==> src/pkg/sps_pkg.sv <==
package sps_pkg;
    // register byte addresses on apb
    localparam logic [11:0] ADDR_CTRL_ONE = 12'h000;   // power_mgmt_control_one
    localparam logic [11:0] ADDR_CTRL_TWO = 12'h004;   // power_mgmt_control_two
    localparam logic [11:0] ADDR_CFG = 12'h008;        // debug, display, clock, option bits
    localparam logic [11:0] ADDR_STATUS = 12'h00c;     // current mode, debug active and latch state
    localparam logic [11:0] ADDR_PORT = 12'h010;       // port data and direction
    // control one fields
    localparam int LVD_EN_BIT = 0;      // low_voltage_detect_enable
    localparam int LVD_STOP_BIT = 1;    // low_voltage_detect_stop_enable
    localparam int STOP_EN_BIT = 2;     // stop_instruction_enable
    // control two fields
    localparam int PART_PD_BIT = 0;     // partial_power_down_control
    localparam int PD_CTL_BIT = 1;      // power_down_control
    localparam int ACK_BIT = 2;         // power_down_acknowledge, write only
    localparam int PART_FLAG_BIT = 3;   // partial_power_down_flag
    localparam int PD_FLAG_BIT = 4;     // power_down_flag
    // config fields
    localparam int DBG_EN_BIT = 0;      // debug_mode_enable
    localparam int OSC_STOP_BIT = 1;    // oscillator_in_stop_enable
    localparam int LCD_STOP3_BIT = 2;   // display_run_in_stop3
    localparam int ADACK_BIT = 3;       // converter async clock enable
    localparam int RTIEN_BIT = 4;       // periodic_wake_interrupt enable
    // port register layout
    localparam int PORT_W = 8;
    localparam int PORT_DIR_LSB = 8;
    localparam logic [7:0] PORT_RESET = 8'h00;
    typedef enum logic [1:0] {SPS_RUN, SPS_STOP3, SPS_STOP2, SPS_STOP1} sps_mode_t;
endpackage

==> src/core/sps_sequencer.sv <==
// Implementation choices: the address map and register access over APB.
`timescale 1ns/1ns
// What this block does
// - stop disabled gives reset; bits choose mode
// - detector enabled in stop keeps regulator active
// - debug enable keeps debug clock, full regulation
// - status memory commands error while stopped
// - debug background command wakes stop, debug active
// - stop2 powers down, keeps ram, latches pins
// - stop2 exits on wake, reset, irq, periodic
// - irq pin active-low wake in stop2
// - stop1/stop2 wake behaves as power-on reset
// - stop2 wake sets flag, holds latches until ack
// - unrestored port registers give reset pin states
// - released pins without peripheral follow port registers
// - stop1 powers off ram, pins high impedance
// - stop1 exits on irq low, wake, reset, periodic
// - stop1 wake sets power-down flag until ack
// - peripheral clocks halt in every stop mode
// - stop3 converter runs only with async clock, detector
// - stop3 clock generator runs only with oscillator enable
// - stop3 display runs only with its run bit
// - stop3 retains state; exits on reset, interrupts
module sps_sequencer
(
    input wire logic pclk,                    // bus clock
    input wire logic presetn,                 // async reset, active low
    input wire logic psel,                    // apb select
    input wire logic penable,                 // apb access phase
    input wire logic pwrite,                  // apb direction
    input wire logic [11:0] paddr,            // apb byte address
    input wire logic [31:0] pwdata,           // apb write data
    output logic [31:0] prdata,               // apb read data
    output logic pready,                      // apb ready
    output logic pslverr,                     // apb error
    input wire logic stop_exec,               // cpu executes stop, one pulse
    input wire logic wake_pin,                // wake-up pin, active high, async
    input wire logic irq_n_pin,               // external interrupt pin, async
    input wire logic reset_pin_n,             // reset pin, active low, async
    input wire logic rti_tick,                // periodic wake tick, pulse
    input wire logic stop3_irq,               // any stop3 interrupt source, level
    input wire logic dbg_background_cmd,      // debug background command, pulse
    input wire logic dbg_status_cmd,          // memory-with-status command, pulse
    input wire logic [7:0] periph_en,         // per-pin peripheral owns pin
    input wire logic [7:0] periph_out,        // per-pin peripheral output
    input wire logic [7:0] periph_oe,         // per-pin peripheral drive
    output logic illegal_op_reset,            // illegal opcode reset pulse
    output logic por_reset,                   // power-on style reset pulse
    output logic dbg_status_err,              // status command error pulse
    output logic dbg_mem_grant,               // memory access allowed, pulse
    output logic dbg_active,                  // active background mode
    output logic dbg_clk_en,                  // debug logic clock enable
    output logic periph_clk_en,               // peripheral clock enable
    output logic reg_active,                  // regulator fully regulating
    output logic reg_standby,                 // regulator in standby
    output logic ram_power,                   // ram powered
    output logic core_power,                  // main circuitry powered
    output logic adc_run,                     // converter allowed to run
    output logic clkgen_run,                  // clock generator running
    output logic lcd_run,                     // display driver running
    output logic [1:0] stop_mode,             // current mode
    output logic [7:0] pin_out,               // pin output value
    output logic [7:0] pin_oe_n               // pin output enable, low drives
);
    localparam int W = sps_pkg::PORT_W;

    typedef struct packed {
        sps_pkg::sps_mode_t mode;
        // control one
        logic lvd_en;
        logic lvd_stop;
        logic stop_en;

        // control two
        logic part_pd;
        logic pd_ctl;
        logic part_flag;
        logic pd_flag;

        // config
        logic dbg_en;
        logic osc_stop;
        logic lcd_stop3;
        logic adack;
        logic rtien;

        logic lvd_hold;           // detector enabled at stop entry
        logic dbg_hold;           // debug enabled at stop entry
        logic latched;            // pin latches closed
        logic dbg_act;
        logic [W-1:0] port_d;
        logic [W-1:0] port_dd;
        logic [W-1:0] lat_out;
        logic [W-1:0] lat_oe;
        logic ill;
        logic por;
        logic serr;
        logic sgrant;
        logic [2:0] s1;           // synchroniser first stage: wake, irq, reset
        logic [2:0] s2;
        logic [31:0] rdata;
    } sps_state_t;

    sps_state_t r;
    sps_state_t next_r;

    // pin drive without latching: peripheral first, else port registers
    // read every cycle so released pins pick up restored ports
    function automatic logic [2*W-1:0] live_pins(input sps_state_t s, input logic [W-1:0] pe,
                                                 input logic [W-1:0] po, input logic [W-1:0] poe);
        logic [W-1:0] o;
        logic [W-1:0] e;
        o = (pe & po) | (~pe & s.port_d);
        e = (pe & poe) | (~pe & s.port_dd);
        return {e, o};
    endfunction

    logic [2*W-1:0] live;
    logic setup_ok;
    logic access;
    logic wake_s;
    logic irq_low_s;
    logic rst_low_s;

    assign live = live_pins(r, periph_en, periph_out, periph_oe);
    assign access = psel & penable;
    assign setup_ok = 1'b1;
    // only the second stage is read; the first may be metastable
    assign wake_s = r.s2[0];
    assign irq_low_s = ~r.s2[1];
    assign rst_low_s = ~r.s2[2];

    // next-state logic
    always_comb
    begin
        logic stopped;
        logic deep_wake;
        logic ack;
        stopped = 1'b0;
        deep_wake = 1'b0;
        ack = 1'b0;
        next_r = r;
        next_r.ill = 1'b0;
        next_r.por = 1'b0;
        next_r.serr = 1'b0;
        next_r.sgrant = 1'b0;
        next_r.s1 = {reset_pin_n, irq_n_pin, wake_pin};
        next_r.s2 = r.s1;
        stopped = (r.mode != sps_pkg::SPS_RUN);

        // status commands: error while stopped, else granted
        if (dbg_status_cmd)
        begin
            next_r.serr = stopped;
            next_r.sgrant = ~stopped;
        end

        case (r.mode)
            sps_pkg::SPS_RUN:
            begin
                // stop is ignored while the debugger holds the core
                if (stop_exec && !r.dbg_act)
                begin
                    // illegal stop first, then debug or detector, then power-down bits
                    if (!r.stop_en)
                        next_r.ill = 1'b1;
                    else if (r.dbg_en || (r.lvd_en && r.lvd_stop) || !r.pd_ctl)
                        next_r.mode = sps_pkg::SPS_STOP3;
                    else if (r.part_pd)
                        next_r.mode = sps_pkg::SPS_STOP2;
                    else
                        next_r.mode = sps_pkg::SPS_STOP1;

                    // snapshot what must survive the stop period
                    next_r.lvd_hold = r.lvd_en & r.lvd_stop;
                    next_r.dbg_hold = r.dbg_en;

                    // only a true stop2 entry closes the pin latches
                    if (r.stop_en && r.pd_ctl && r.part_pd && !r.dbg_en && !(r.lvd_en && r.lvd_stop))
                    begin
                        next_r.latched = 1'b1;
                        next_r.lat_out = live[W-1:0];
                        next_r.lat_oe = live[2*W-1:W];
                    end
                end
            end
            sps_pkg::SPS_STOP3:
            begin
                // state kept; interrupts resume without reset
                if (stop3_irq || (r.rtien && rti_tick))
                    next_r.mode = sps_pkg::SPS_RUN;
                if (rst_low_s)
                begin
                    next_r.mode = sps_pkg::SPS_RUN;
                    next_r.por = 1'b1;
                end
            end
            sps_pkg::SPS_STOP2, sps_pkg::SPS_STOP1:
            begin
                // irq pin treated as active-low wake regardless of setup
                // no debug clock here: pins and tick are the only exits
                deep_wake = wake_s || irq_low_s || rst_low_s || (r.rtien && rti_tick);
            end
            default:
                next_r.mode = sps_pkg::SPS_RUN;
        endcase

        // debug background command wakes stop3 when enabled;
        // stop1 and stop2 have no debug clock to receive it
        if (dbg_background_cmd && r.dbg_en)
        begin
            next_r.dbg_act = 1'b1;
            if (r.mode == sps_pkg::SPS_STOP3)
                next_r.mode = sps_pkg::SPS_RUN;
        end

        // register writes take effect at the access edge
        if (access && pwrite && r.mode == sps_pkg::SPS_RUN)
        begin
            case (paddr)
                sps_pkg::ADDR_CTRL_ONE:
                begin
                    next_r.lvd_en = pwdata[sps_pkg::LVD_EN_BIT];
                    next_r.lvd_stop = pwdata[sps_pkg::LVD_STOP_BIT];
                    next_r.stop_en = pwdata[sps_pkg::STOP_EN_BIT];
                end

                sps_pkg::ADDR_CTRL_TWO:
                begin
                    next_r.part_pd = pwdata[sps_pkg::PART_PD_BIT];
                    next_r.pd_ctl = pwdata[sps_pkg::PD_CTL_BIT];
                    // acknowledge is a strobe, never stored, so it reads zero
                    ack = pwdata[sps_pkg::ACK_BIT];
                end

                sps_pkg::ADDR_CFG:
                begin
                    next_r.dbg_en = pwdata[sps_pkg::DBG_EN_BIT];
                    next_r.osc_stop = pwdata[sps_pkg::OSC_STOP_BIT];
                    next_r.lcd_stop3 = pwdata[sps_pkg::LCD_STOP3_BIT];
                    next_r.adack = pwdata[sps_pkg::ADACK_BIT];
                    next_r.rtien = pwdata[sps_pkg::RTIEN_BIT];
                    // clearing debug enable leaves background mode
                    if (!pwdata[sps_pkg::DBG_EN_BIT])
                        next_r.dbg_act = 1'b0;
                end
                sps_pkg::ADDR_PORT:
                begin
                    next_r.port_d = pwdata[W-1:0];
                    next_r.port_dd = pwdata[sps_pkg::PORT_DIR_LSB +: W];
                end
                default:
                    ;
            endcase
        end

        // acknowledge opens latches; pins follow live drive: peripheral where it owns the pin, else what ports now hold
        if (ack)
        begin
            // a zero written to the strobe never reaches here
            next_r.part_flag = 1'b0;
            next_r.pd_flag = 1'b0;
            next_r.latched = 1'b0;
        end

        // deep wake: power-on style reset of module registers, flags set
        if (deep_wake)
        begin
            next_r.mode = sps_pkg::SPS_RUN;
            next_r.por = 1'b1;

            // detector back on at its low trip point, as after power-on
            next_r.lvd_en = 1'b1;
            // every other control bit returns to its reset value
            next_r.lvd_stop = 1'b0;
            next_r.stop_en = 1'b0;
            next_r.part_pd = 1'b0;
            next_r.pd_ctl = 1'b0;
            next_r.dbg_en = 1'b0;
            next_r.osc_stop = 1'b0;
            next_r.lcd_stop3 = 1'b0;
            next_r.adack = 1'b0;
            next_r.rtien = 1'b0;
            next_r.dbg_act = 1'b0;
            next_r.port_d = sps_pkg::PORT_RESET;
            next_r.port_dd = sps_pkg::PORT_RESET;

            // stop2 kept ram, stop1 lost it: flags steer recovery
            next_r.part_flag = (r.mode == sps_pkg::SPS_STOP2);
            next_r.pd_flag = (r.mode == sps_pkg::SPS_STOP1);
        end

        // read data captured in setup so it stands during access
        next_r.rdata = '0;
        if (psel && !penable && !pwrite)
        begin
            case (paddr)
                sps_pkg::ADDR_CTRL_ONE:
                    next_r.rdata = {29'h0, r.stop_en, r.lvd_stop, r.lvd_en};
                // acknowledge slot always reads zero
                sps_pkg::ADDR_CTRL_TWO:
                    next_r.rdata = {27'h0, r.pd_flag, r.part_flag, 1'b0, r.pd_ctl, r.part_pd};
                sps_pkg::ADDR_CFG:
                    next_r.rdata = {27'h0, r.rtien, r.adack, r.lcd_stop3, r.osc_stop, r.dbg_en};
                sps_pkg::ADDR_STATUS:
                    next_r.rdata = {28'h0, r.latched, r.dbg_act, r.mode};
                sps_pkg::ADDR_PORT:
                    next_r.rdata = {16'h0, r.port_dd, r.port_d};
                default:
                    next_r.rdata = '0;
            endcase
        end
    end

    // single state register
    always_ff @(posedge pclk or negedge presetn)
    begin
        if (!presetn)
        begin
            r <= '0;
            r.mode <= sps_pkg::SPS_RUN;
            // detector on out of reset, as after power-on
            r.lvd_en <= 1'b1;
            // irq and reset stages preset to their idle high; wake stage also preset high, but run mode ignores wake
            r.s1 <= 3'h7;
            r.s2 <= 3'h7;
        end
        else
            r <= next_r;
    end

    // apb answers with no wait state; unmapped reads zero, no error
    // writes are dropped while stopped: core clocks are halted
    // so software cannot race the wake-up reset
    assign pready = setup_ok;
    assign pslverr = 1'b0;
    assign prdata = r.rdata;

    // pulses, debug state and mode
    assign illegal_op_reset = r.ill;
    assign por_reset = r.por;
    assign dbg_status_err = r.serr;
    assign dbg_mem_grant = r.sgrant;
    assign dbg_active = r.dbg_act;
    assign stop_mode = r.mode;

    // power and clock gating per mode
    assign periph_clk_en = (r.mode == sps_pkg::SPS_RUN);
    assign dbg_clk_en = (r.mode == sps_pkg::SPS_RUN) || r.dbg_hold;
    assign reg_active = (r.mode == sps_pkg::SPS_RUN) || r.dbg_hold || r.lvd_hold;
    assign reg_standby = (r.mode == sps_pkg::SPS_STOP3 || r.mode == sps_pkg::SPS_STOP2) &&
                         !reg_active;
    assign ram_power = (r.mode != sps_pkg::SPS_STOP1);
    assign core_power = (r.mode == sps_pkg::SPS_RUN) || (r.mode == sps_pkg::SPS_STOP3);

    // stop3 options: each block idles unless its bit kept it
    assign adc_run = (r.mode == sps_pkg::SPS_RUN) ||
                     ((r.mode == sps_pkg::SPS_STOP3) && r.adack && r.lvd_hold);
    assign clkgen_run = (r.mode == sps_pkg::SPS_RUN) ||
                        ((r.mode == sps_pkg::SPS_STOP3) && r.osc_stop);
    assign lcd_run = (r.mode == sps_pkg::SPS_RUN) ||
                     ((r.mode == sps_pkg::SPS_STOP3) && r.lcd_stop3);

    // pins: high impedance in stop1, latched until ack, else live
    // stop1 pins float; otherwise latched or live drive
    assign pin_out = (r.mode == sps_pkg::SPS_STOP1) ? '0 :
                     (r.latched ? r.lat_out : live[W-1:0]);
    assign pin_oe_n = (r.mode == sps_pkg::SPS_STOP1) ? '1 :
                      ~(r.latched ? r.lat_oe : live[2*W-1:W]);

endmodule // sps_sequencer

==> config.mk <==
export PLATFORM = sky130hd
export DESIGN_NAME = sps_sequencer
export DESIGN_NICKNAME = d
export VERILOG_FILES = /design/src/pkg/sps_pkg.sv /design/src/core/sps_sequencer.sv
export SDC_FILE = /design/constraint.sdc
export NUM_CORES = 1
export LEC_CHECK = 0
export BUFFER_PORTS_ARGS = -buffer_cell sky130_fd_sc_hd__buf_2
export CAP_MARGIN = 30
export CORE_ASPECT_RATIO = 2
export CORE_MARGIN = 5
export CORE_UTILIZATION = 49
export DETAILED_ROUTE_END_ITERATION = 10
export PLACE_DENSITY = 0.88
export SYNTH_ARGS = -nofsm -noshare
export SYNTH_HDL_FRONTEND = slang
export SYNTH_SLANG_ARGS = --single-unit
==> constraint.sdc <==
create_clock -name pclk -period 2.8 [get_ports pclk]
set_clock_uncertainty 0.1 [all_clocks]
set_input_delay 0.56 -clock pclk [delete_from_list [all_inputs] [get_ports pclk]]
set_output_delay 0.56 -clock pclk [all_outputs]
set_load 0.01 [all_outputs]
=== Word-level counts from Yosys, hierarchy flattened ===
Index checks and enable logic that the tools add are counted.
Widths: inputs -> output; s select.

* Bits in registers: 92

* Eq/ne operators: 8
* Multiplexer cells: 42
* Bitwise gates (word level): 13
* Reduce and logical (&&, ||, !) cells: 57

{| class="wikitable"
|+ Operators with widths
! cell !! number
|-
| $pmux 16 s5 || 1
|-
| $mux 17 || 2
|-
| $and 8x8->8 || 4
|-
| $mux 16 || 2
|-
| $mux 8 || 4
|-
| $eq 12x4->1 const B || 2
|-
| $mux 2 || 10
|-
| $reduce_bool 2->1 || 10
|-
| $logic_and 1x1->1 || 17
|-
| $mux 1 || 17
|-
| $not 8->8 || 2
|-
| $or 8x8->8 || 2
|-
| $mux 5 || 3
|-
| $mux 14 || 1
|-
| $logic_or 1x1->1 || 13
|-
| $eq 12x3->1 const B || 1
|-
| $eq 12x5->1 const B || 1
|-
| $logic_not 12->1 || 1
|-
| $reduce_and 2->1 || 5
|-
| $logic_not 1->1 || 7
|-
| $reduce_and 3->1 || 2
|-
| $eq 2x2->1 const B || 2
|-
| $pmux 2 s2 || 1
|-
| $mux 3 || 1
|-
| other kinds (6) || 9
|}

=== Logic depth before layout (Yosys ltp) ===
Gate-level depths: netlist of run 1.

* Depth in word-level cells: 10
* Mapped depth: 8
* Mapped depth without buffers: 6

=== Worst setup path after synthesis of run 1 ===
OpenSTA, ideal clock, no wires.

* Path kind: register -> register
* Start: reg r (netlist bit stop_mode[1])
* End: reg r[50] in the netlist's numbering
* Library setup time: 0.129 ns
* Arrival: 1.924 ns
* Data required time: 2.571 ns
* Setup slack: 0.647 ns
* Cell stages (with the launch flop): 9
* Path buffers: 2
* Period minus slack after synthesis: 2.153 ns
* Path through: dfrtp_1 inv_1 ha_1 inv_1 or4b_1 clkbuf_1 buf_4 nand2_1 o21ai_0

* Longest elaborated chain between the ends: 2

{| class="wikitable"
|+ RTL lines
! item !! line !! RTL
|-
| start, declared || sps_sequencer.sv:104 || <nowiki>sps_state_t r;</nowiki>
|-
| start signal, assigned || sps_sequencer.sv:329 || <nowiki>r <= next_r;</nowiki>
|-
| $logic_not 2->1 || - ||
|-
| named net periph_clk_en || sps_sequencer.sv:53 || <nowiki>output logic periph_clk_en,</nowiki>
|-
| $reduce_and 3->1 (no source line) || - ||
|}

The timed path passes the listed nets, and every way through them passes these cells.
A chain may end at the register's enable or synchronous reset.

=== Worst setup path in the final report of run 1 ===
* Start: reg r (netlist bit stop_mode[1])
* End: out reg_standby

* Longest elaborated chain between the ends: 5

{| class="wikitable"
|+ RTL lines
! item !! line !! RTL
|-
| $logic_not 2->1 || sps_sequencer.sv:350 || <nowiki>assign reg_active = (r.mode == sps_pkg::SPS_RUN) || r.dbg_hold || r.lvd_hold;</nowiki>
|-
| $logic_or 1x1->1 (2 in series) || sps_sequencer.sv:350 ||
|-
| $logic_not 1->1 || sps_sequencer.sv:352 || <nowiki>!reg_active;</nowiki>
|-
| $logic_and 1x1->1 * || sps_sequencer.sv:351 || <nowiki>assign reg_standby = (r.mode == sps_pkg::SPS_STOP3 || r.mode == sps_pkg::SPS_STOP2) &&</nowiki>
|-
| end, declared || sps_sequencer.sv:55 || <nowiki>output logic reg_standby,</nowiki>
|}

Mark *: on every way between the ends. The rest lies on a longest branch, timed or not.

==> impl_metrics.json, run 1 <==
{
  "core_region_area_um2": 7890,
  "postCtsSetupRepairBufs": 0,
  "drive_above_1_share_pct": 32.1,
  "setup.worst_path.end_class": "output pin",
  "period_needed_ns": 2.58,
  "die-area_um2": 9990,
  "synth_edf_count": 0,
  "fin_crit_sh_pct": 92.2,
  "cts_tree": "yes",
  "leakagePower_nw": 2.50,
  "cts_made_buffers": 9,
  "hold_path_class": "in -> reg",
  "grt_pass1_vias": 3186,
  "antennaDiodeCount": 0,
  "cts_buffer_depth": 2,
  "wire_length_reported_by_the_detailed_router_um": 10800,
  "post_synth_main_area_contributors": "sky130_fd_sc_hd__dfrtp_1 (44%), sky130_fd_sc_hd__mux2i_1 (9.2%), sky130_fd_sc_hd__buf_4 (7.1%), sky130_fd_sc_hd__dfstp_2 (4.7%), sky130_fd_sc_hd__nor2_1 (4.4%)",
  "power_per_cell_area_nw_per_um2": 534,
  "clock-sinks": 76,
  "startpoint_type": "register",
  "final-setup-viol-count": 0,
  "syn2layout_area_growth_pct": 20.4,
  "final_core_utilization_pct": 59.8,
  "initial_core_utilization_pct": 49.7,
  "netlist_top_cells_count": "sky130_fd_sc_hd__dfrtp_1 (69), sky130_fd_sc_hd__nor2_1 (46), sky130_fd_sc_hd__buf_4 (37), sky130_fd_sc_hd__nand2_1 (37), sky130_fd_sc_hd__mux2i_1 (36)",
  "route.detailed.vias_per_inst": 5.48,
  "drt_pre_antenna_iters": 4,
  "multi_input_comb_area_um2": 1660,
  "fill_cells": 659,
  "vias": 3222,
  "max_slew_headroom_pct": 57.0,
  "place_congestion": 0.879,
  "rows": 46,
  "maxCapViolCount": 0,
  "htree_num_levels": 3,
  "worstSkewPairLatency_ns": 0.33,
  "groute.usage.overall_pct": 22.2,
  "grt_antenna_before_repair": 0,
  "maximum_number_of_pins_on_one_net_before_global_route_repair": 77,
  "ys.warnings.count": 0,
  "drc_errors": 0,
  "clk_pin_slew_worst_setup_hold_paths_ns": 0.06,
  "top_level_ports": 147,
  "netlist_area_um2": 3920,
  "post-synth-top-area-fraction_pct": 44.1,
  "status": "finished clean",
  "maximum_vdd_ir_drop_uv": 381,
  "max_slew.worst_pin.slew_ns": 0.640,
  "netlist-cell-type-count": 49,
  "ys_seq_elements": 76,
  "grt_setup_unrepaired": "false",
  "number_of_max_slew_violations_in_the_final_report": 0,
  "clock_tree.root_cell": "sky130_fd_sc_hd__clkbuf_16",
  "timing.critical_path.fanout_max": 9,
  "die_y_um": 136,
  "ys_dominant_reg_cell": "sky130_fd_sc_hd__dfrtp_1",
  "cell_count_after_synthesis": 392,
  "yosysSeqAreaShare_pct": 48.8,
  "first_iter_violations": 244,
  "die-width_um": 73.2,
  "cp.required_ns": 2.14,
  "tns_ns": 0,
  "synth_top_cell_by_area": "sky130_fd_sc_hd__dfrtp_1",
  "grt_first_pass_wirelength_um": 16400,
  "final_nets": 572,
  "final-seq-area_um2": 1910,
  "timing.hold.ws_ns": 0.228,
  "fmax_mhz": 387,
  "ys_async_sr_fraction_pct": 100,
  "port-buffer-count": 112,
  "hold_path.startpoint": "wake_pin",
  "critPathArrivalTime_ns": 1.92,
  "timing.rr.start": "stop_mode[1]",
  "grt_overflow_total": 0,
  "antenna_left": 0,
  "hold_violations": 0,
  "place_hpwl_um": 8220,
  "routed_wire_length_per_instance_um": 18.4,
  "avgSynthCellArea_um2": 9.99,
  "timing.setup.critical_path_class": "reg -> out",
  "synthMostInstantiatedCell": "sky130_fd_sc_hd__dfrtp_1",
  "worstSetupStartpoint": "stop_mode[1]"
}
[layout make-up]
class | count | area share [%]
timing repair buffer | 121 | 13.9
tap | 96 | 2.55
sequential | 76 | 40.5
clock inverter | 5 | 1.75
inverter | 11 | 0.876
multi-input combinational | 268 | 35.3
clock buffer | 11 | 5.15
[through the flow]
stage          instance area [µm²]  power [mW]  instances  worst slack, ns
6_report                      4710        2.52        588            0.219
5_1_grt                       4710        2.60        588            0.105
4_1_cts                       4680        2.54        586            0.182
3_5_place_dp                  4350        1.28        570            0.402
3_3_place_gp                  4350        1.28        570            0.486
2_1_floorplan                 3980        1.20        408            0.647
[repair_timing]
item                                   4_1_cts  5_1_grt
endpoints found under the hold margin        0        3
hold buffers                                 0        1
resized for setup                            0        0
[placed cells by master (no fill, tap or decap), drive strengths merged, types with 2 or more instances in the layout]
| cell | synthesis | layout |
|---|---|---|
| a21oi | 20 | 20 |
| mux2i | 36 | 36 |
| and2 | 12 | 12 |
| dfstp | 7 | 7 |
| buf | 41 | 120 |
| nor4 | 4 | 4 |
| o211ai | 8 | 8 |
| clkinv | 2 | 4 |
| nand3b | 4 | 4 |
| o21ai | 30 | 30 |
| nor3 | 4 | 4 |
| nand4 | 4 | 4 |
| a21o | 2 | 2 |
| a32oi | 2 | 2 |
| clkbuf | 12 | 11 |
| nand2b | 2 | 2 |
| dfrtp | 69 | 69 |
| conb | 2 | 18 |
| mux2 | 6 | 6 |
| nand2 | 37 | 37 |
| a222oi | 2 | 2 |
| ha | 4 | 4 |
| nand3 | 8 | 8 |
| inv | 9 | 10 |
| bufinv | 0 | 2 |
| or4b | 2 | 2 |
| nor4b | 2 | 2 |
| nor2 | 46 | 46 |
[final timing paths]
check | endpoint | cells after the start | slack (ns)
worst max-delay path | reg_standby | 5 | 0.22
worst min-delay path | next_r[32] | 1 | 0.23
min in group asynchronous | dbg_status_err | 2 | 0.49
max in group asynchronous | next_r[32] | 3 | 1.52
worst max register to register | r[57] | 7 | 0.41
worst min register to register | r[34] | 0 | 0.25
[kinds of logic after synthesis]
| family | count (synthesis) | share of synthesized area, % |
|---|---|---|
| buffers and inverters | 64 | 10.3 |
| other | 2 | 0.192 |
| AO/OA/AOI/OAI | 70 | 10.6 |
| flip-flops | 76 | 48.8 |
| multiplexers | 42 | 10.9 |
| AND/OR/NAND/NOR | 134 | 17.9 |
| adder cells (fa/ha/maj) | 4 | 1.28 |
[worst max-delay path: stages, from the launching register on]
cell and delay, ns:
sky130_fd_sc_hd__dfrtp_1 0.46, sky130_fd_sc_hd__inv_1 0.10, sky130_fd_sc_hd__ha_1 0.33, sky130_fd_sc_hd__or3_1 0.44, sky130_fd_sc_hd__nor2_1 0.11, sky130_fd_sc_hd__buf_2 0.14
[flip-flops by register name, indices dropped and copies added, names as in the netlist]
name and flops:
dbg_active 1, r 50, dbg_mem_grant 1, stop_mode 2, illegal_op_reset 1, prdata 16, next_r 3, dbg_status_err 1
por_reset 1
[layer usage]
metal | vias up | global-route usage, % | wire length [µm]
met1 | 1547 | 22.6 | 3520
met4 | 0 | 15.1 | 722
met3 | 38 | 4.22 | 705
li1 | 1487 | - | -
met5 | - | 0 | 0
met2 | 150 | 39.4 | 5850
[power by group]
part / switching [mW] / internal (mW) / leakage (nW)
Clock: 0.442 / 0.808 / 0.160
Sequential: 0.00312 / 1.11 / 1.03
Combinational: 0.0953 / 0.0619 / 1.31
Total: 0.540 / 1.98 / 2.50
(Power assumes the default switching activity.)
==> run 2: changes to the inputs <==
--- a/config.mk
+++ b/config.mk
@@ -9,9 +9,10 @@
 export CAP_MARGIN = 30
 export CORE_ASPECT_RATIO = 2
 export CORE_MARGIN = 5
-export CORE_UTILIZATION = 49
+export CORE_UTILIZATION = 51
+export CTS_BUF_LIST = sky130_fd_sc_hd__clkbuf_8
 export DETAILED_ROUTE_END_ITERATION = 10
-export PLACE_DENSITY = 0.88
+export PLACE_DENSITY = 0.9
 export SYNTH_ARGS = -nofsm -noshare
 export SYNTH_HDL_FRONTEND = slang
 export SYNTH_SLANG_ARGS = --single-unit
==> impl_metrics.json, run 2 (synthesized netlist as in run 1, its figures left out) <==
{
  "status": "finished clean",
  "setup.worst_path.end_class": "output pin",
  "groute.usage.overall_pct": 22.3,
  "grt_setup_unrepaired": "false",
  "hold-path-cell-count": 1,
  "route.detailed.vias_per_inst": 5.46,
  "clk_pin_slew_worst_setup_hold_paths_ns": 0.08,
  "p_total_mw": 2.21,
  "rows": 45,
  "postCtsSetupRepairBufs": 0,
  "largest_register": "r",
  "final_nets": 570,
  "core_region_area_um2": 7540,
  "maxCapViolCount": 0,
  "antennaDiodeCount": 0,
  "drc_errors": 0,
  "drive_above_1_share_pct": 32.4,
  "cp.required_ns": 2.14,
  "max_slew_headroom_pct": 56.4,
  "startpoint_type": "register",
  "timing.hold.ws_ns": 0.194,
  "die-width_um": 72.0,
  "number_of_flip_flops_under_the_largest_register_name": 50,
  "initial_core_utilization_pct": 51.9,
  "layout.cells.most_common_list": "sky130_fd_sc_hd__buf_2 (111), sky130_fd_sc_hd__dfrtp_1 (68), sky130_fd_sc_hd__nor2_1 (46)",
  "multi_input_comb_area_um2": 1670,
  "worstSkewPairLatency_ns": 0.35,
  "timing.setup.critical_path_class": "reg -> out",
  "fill_cells": 637,
  "critPathArrivalTime_ns": 1.91,
  "antenna_left": 0,
  "port-buffer-count": 112,
  "routed_wire_length_per_instance_um": 17.7,
  "fmax_mhz": 389,
  "htree_num_levels": 3,
  "place_congestion": 0.888,
  "final-setup-viol-count": 0,
  "non_filler_instance_count_after_layout": 584,
  "grt_overflow_total": 0,
  "cts_tree": "yes",
  "clock_tree.root_cell": "sky130_fd_sc_hd__clkbuf_8",
  "hold_path_class": "in -> reg",
  "place_hpwl_um": 7900,
  "clock-sinks": 76,
  "number_of_max_slew_violations_in_the_final_report": 0,
  "drt_pre_antenna_iters": 5,
  "leakagePower_nw": 2.44,
  "tns_ns": 0,
  "number_of_placed_instances_taps_included": 566,
  "syn2layout_area_growth_pct": 17.6,
  "reg2reg_depth": 6,
  "power_per_cell_area_nw_per_um2": 480,
  "first_iter_violations": 248,
  "cts_made_buffers": 9,
  "maximum_number_of_pins_on_one_net_before_global_route_repair": 77,
  "cts_buffer_depth": 2,
  "hold_violations": 0,
  "mostFrequentLayoutCell": "sky130_fd_sc_hd__buf_2",
  "fin_crit_sh_pct": 91.8,
  "die-area_um2": 9640,
  "vias": 3191,
  "die_y_um": 134,
  "timing.critical_path.fanout_max": 10,
  "maximum_vdd_ir_drop_uv": 277,
  "grt_pass1_vias": 3292,
  "grt_antenna_before_repair": 0,
  "grt_first_pass_wirelength_um": 16200,
  "wire_length_reported_by_the_detailed_router_um": 10400,
  "final-seq-area_um2": 1910,
  "top_level_ports": 147,
  "period_needed_ns": 2.57,
  "max_slew.worst_pin.slew_ns": 0.651
}
[run 2: cell types whose count changed in the layout (fill, tap and decap cells not counted)]
cell	previous run	this run
sky130_fd_sc_hd__inv_1	9	10
sky130_fd_sc_hd__clkinvlp_4	0	1
sky130_fd_sc_hd__clkbuf_8	1	10
sky130_fd_sc_hd__ha_1	4	2
sky130_fd_sc_hd__buf_4	8	6
sky130_fd_sc_hd__dfrtp_1	69	68
sky130_fd_sc_hd__clkbuf_1	1	0
sky130_fd_sc_hd__dfrtp_2	0	1
sky130_fd_sc_hd__ha_2	0	2
sky130_fd_sc_hd__clkinv_2	1	0
sky130_fd_sc_hd__clkbuf_16	9	0
[run 2: layout make-up]
type	count	area share, %
clock buffers	10	2.99
well taps	94	2.56
repair buffers	119	13.9
flip-flops and latches	76	41.5
clock inverters	6	1.93
multi-input cells	268	36.2
inverters	11	0.897
[run 2: worst max-delay path, cell delays in order, from the launching register on]
cell	delay [ns]
sky130_fd_sc_hd__dfrtp_1	0.47
sky130_fd_sc_hd__inv_1	0.11
sky130_fd_sc_hd__ha_2	0.27
sky130_fd_sc_hd__or3_1	0.41
sky130_fd_sc_hd__nor2_1	0.13
sky130_fd_sc_hd__buf_2	0.15
[run 2: path summary, 6_finish.rpt]
check | from | end | slack, ns
min reg2reg | next_r[34] | r[34] | 0.26
min | reset_pin_n | next_r[34] | 0.19
min in group asynchronous | presetn | prdata[15] | 0.44
max in group asynchronous | presetn | r[89] | 1.57
max reg2reg | stop_mode[0] | r[61] | 0.50
max | stop_mode[0] | reg_standby | 0.23
[run 2: layer usage]
metal	vias up	GRT usage, %	share of wire [%]
met1	1525	22.9	33
met3	35	4.35	6.4
met5	-	0	0
met4	0	15.6	5.3
met2	143	39.3	56
li1	1488	-	-
[run 2: per-stage QoR]
step / util [%] / instance area [µm²] / setup WS [ns]
6_report: 61.0 / 4600 / 0.230
2_1_floorplan: - / 3980 / 0.647
3_3_place_gp: 57.4 / 4330 / 0.494
4_1_cts: 60.4 / 4560 / 0.0739
3_5_place_dp: 57.4 / 4330 / 0.414
5_1_grt: 61.0 / 4600 / 0.110
[run 2: repair_timing]
action,4_1_cts,5_1_grt
hold endpoints to repair,0,3
gates resized for setup,0,3
setup endpoints to repair,0,9
hold buffers,0,1
[run 2: power by group]
part / leakage [nW] / total (mW) / internal [mW] / switching [mW]
clock: 0.114 / 0.944 / 0.528 / 0.416
sequential: 1.03 / 1.11 / 1.11 / 0.00317
combinational: 1.30 / 0.157 / 0.0618 / 0.0951
==> run 3: changes to the inputs <==
--- a/config.mk
+++ b/config.mk
@@ -5,14 +5,15 @@
 export SDC_FILE = /design/constraint.sdc
 export NUM_CORES = 1
 export LEC_CHECK = 0
+export ABC_AREA = 1
 export BUFFER_PORTS_ARGS = -buffer_cell sky130_fd_sc_hd__buf_2
 export CAP_MARGIN = 30
 export CORE_ASPECT_RATIO = 2
 export CORE_MARGIN = 5
-export CORE_UTILIZATION = 51
+export CORE_UTILIZATION = 52
 export CTS_BUF_LIST = sky130_fd_sc_hd__clkbuf_8
 export DETAILED_ROUTE_END_ITERATION = 10
-export PLACE_DENSITY = 0.9
+export PLACE_DENSITY = 0.91
 export SYNTH_ARGS = -nofsm -noshare
 export SYNTH_HDL_FRONTEND = slang
 export SYNTH_SLANG_ARGS = --single-unit
==> impl_metrics.json, run 3 <==
{
  "place_congestion": 0.918,
  "drive_above_1_share_pct": 26.9,
  "status": "finished clean",
  "fmax_mhz": 379,
  "leakagePower_nw": 2.43,
  "grt_antenna_before_repair": 0,
  "grt_setup_unrepaired": "false",
  "max_slew_headroom_pct": 56.5,
  "final_nets": 683,
  "hold_violations": 0,
  "place_hpwl_um": 7980,
  "die_y_um": 135,
  "netlist_top_cells_count": "sky130_fd_sc_hd__nand2_1 (105), sky130_fd_sc_hd__dfrtp_1 (69), sky130_fd_sc_hd__inv_1 (65)",
  "synthMostInstantiatedCell": "sky130_fd_sc_hd__nand2_1",
  "clock_tree.root_cell": "sky130_fd_sc_hd__clkbuf_8",
  "number_of_flip_flops_under_the_largest_register_name": 50,
  "route.detailed.vias_per_inst": 5.23,
  "clock-sinks": 76,
  "routed_wire_length_per_instance_um": 14.6,
  "yosysSeqAreaShare_pct": 46.9,
  "groute.usage.overall_pct": 21.5,
  "port-buffer-count": 112,
  "post-synth-top-area-fraction_pct": 42.4,
  "grt_overflow_total": 0,
  "cts_tree": "yes",
  "p_total_mw": 2.00,
  "clk_pin_slew_worst_setup_hold_paths_ns": 0.08,
  "ys_dominant_reg_cell": "sky130_fd_sc_hd__dfrtp_1",
  "final-setup-viol-count": 0,
  "grt_first_pass_wirelength_um": 16300,
  "cp.required_ns": 2.14,
  "hold_path_class": "in -> reg",
  "vias": 3648,
  "maximum_vdd_ir_drop_uv": 376,
  "ys_seq_elements": 76,
  "number_of_max_slew_violations_in_the_final_report": 0,
  "layout.cells.most_common_list": "sky130_fd_sc_hd__buf_2 (111), sky130_fd_sc_hd__nand2_1 (105), sky130_fd_sc_hd__dfrtp_1 (69)",
  "timing.critical_path.fanout_max": 17,
  "wire_length_reported_by_the_detailed_router_um": 10200,
  "fin_crit_sh_pct": 94.2,
  "ys_async_sr_fraction_pct": 100,
  "largest_register": "r",
  "setup.worst_path.end_class": "output pin",
  "maxCapViolCount": 0,
  "netlist-cell-type-count": 29,
  "drt_pre_antenna_iters": 5,
  "core_region_area_um2": 7600,
  "max_slew.worst_pin.slew_ns": 0.652,
  "mostFrequentLayoutCell": "sky130_fd_sc_hd__buf_2",
  "avgSynthCellArea_um2": 8.02,
  "timing.setup.critical_path_class": "reg -> out",
  "grt_pass1_vias": 3521,
  "htree_num_levels": 3,
  "die-area_um2": 9810,
  "worstSkewPairLatency_ns": 0.36,
  "period_needed_ns": 2.64,
  "maximum_number_of_pins_on_one_net_before_global_route_repair": 77,
  "first_iter_violations": 205,
  "ys.warnings.count": 0,
  "synth_top_cell_by_area": "sky130_fd_sc_hd__dfrtp_1",
  "critPathArrivalTime_ns": 1.98,
  "synth_edf_count": 0,
  "post_synth_main_area_contributors": "sky130_fd_sc_hd__dfrtp_1 (42%), sky130_fd_sc_hd__nand2_1 (9.7%), sky130_fd_sc_hd__nand3_1 (7.7%), sky130_fd_sc_hd__buf_4 (7.2%), sky130_fd_sc_hd__inv_1 (6.0%)",
  "startpoint_type": "register",
  "cts_buffer_depth": 2,
  "syn2layout_area_growth_pct": 14.9,
  "antenna_left": 0,
  "rows": 45,
  "cts_made_buffers": 9,
  "netlist_area_um2": 4070,
  "tns_ns": 0,
  "cell_count_after_synthesis": 508,
  "top_level_ports": 147,
  "die-width_um": 72.6,
  "initial_core_utilization_pct": 53.6,
  "drc_errors": 0,
  "antennaDiodeCount": 0,
  "power_per_cell_area_nw_per_um2": 426
}
[run 3: power by group]
group | internal, mW | leakage, nW | total [mW] | switching (mW)
Combinational | 0.0521 | 1.33 | 0.139 | 0.0872
Sequential | 1.11 | 1.01 | 1.11 | 0.00232
Clock | 0.325 | 0.0860 | 0.749 | 0.424
Total | 1.48 | 2.43 | 2.00 | 0.513
[run 3: worst max-delay path: stages (launching register included)]
cell	delay, ns
sky130_fd_sc_hd__dfrtp_1	0.50
sky130_fd_sc_hd__ha_1	0.34
sky130_fd_sc_hd__clkinvlp_4	0.34
sky130_fd_sc_hd__o211ai_1	0.23
sky130_fd_sc_hd__inv_1	0.07
sky130_fd_sc_hd__buf_2	0.14
[run 3: cell families (layout without fill, tap and decap cells)]
family	Yosys count	after routing	share of synthesized area (%)
DFF	76	76	46.9
AOI/OAI and AO/OA	74	74	10.6
and+or+nand+nor	224	224	24.4
other	2	18	0.184
adders and majority gates	4	4	1.23
buffers and inverters	125	204	15.8
muxes	3	3	0.829
[run 3: stage by stage]
stage,instance area (µm²),instances,utilization [%],setup WS (ns),hold slack (ns)
after detailed placement,4470,679,58.7,0.476,0.251
after floorplan,4130,524,-,0.809,0.164
after global placement,4470,679,58.7,0.537,0.247
final,4680,697,61.6,0.163,0.200
after CTS,4640,695,61.1,0.0865,0.192
after global routing,4680,697,61.6,0.0399,0.187
[run 3: worst paths after layout]
| path | from | end | slack, ns | cells after the start |
|---|---|---|---|---|
| worst max-delay path | stop_mode[1] | pin_out[1] | 0.16 | 5 |
| worst min-delay path | irq_n_pin | next_r[33] | 0.20 | 1 |
| worst max register to register | stop_mode[1] | dbg_active | 0.53 | 7 |
| worst min register to register | next_r[32] | r[32] | 0.26 | 0 |
| max in group asynchronous | presetn | r[89] | 1.55 | 3 |
| min in group asynchronous | presetn | r[65] | 0.46 | 2 |
[run 3: timing repair]
action                                 4_1_cts  5_1_grt
endpoints found under the hold margin        0        3
setup buffers                                0        0
setup endpoints to repair                    0       16
gates resized for setup                      0        1
hold buffers                                 0        1
[run 3: per-layer routing]
metal,up-vias,share of wire (%),global-route usage (%)
met4,0,6.1,16.3
met3,43,6.4,3.27
met2,142,51,35.8
met5,-,0,0
li1,1774,-,-
met1,1689,36,24.0
[run 3: layout make-up]
class | instances | area (µm²)
well taps | 94 | 118
clock inverters | 7 | 51.3
inverters | 70 | 267
flip-flops and latches | 76 | 1910
clock buffers | 9 | 124
multi-input cells | 323 | 1580
repair buffers | 118 | 631
fillers | 654 | 2920
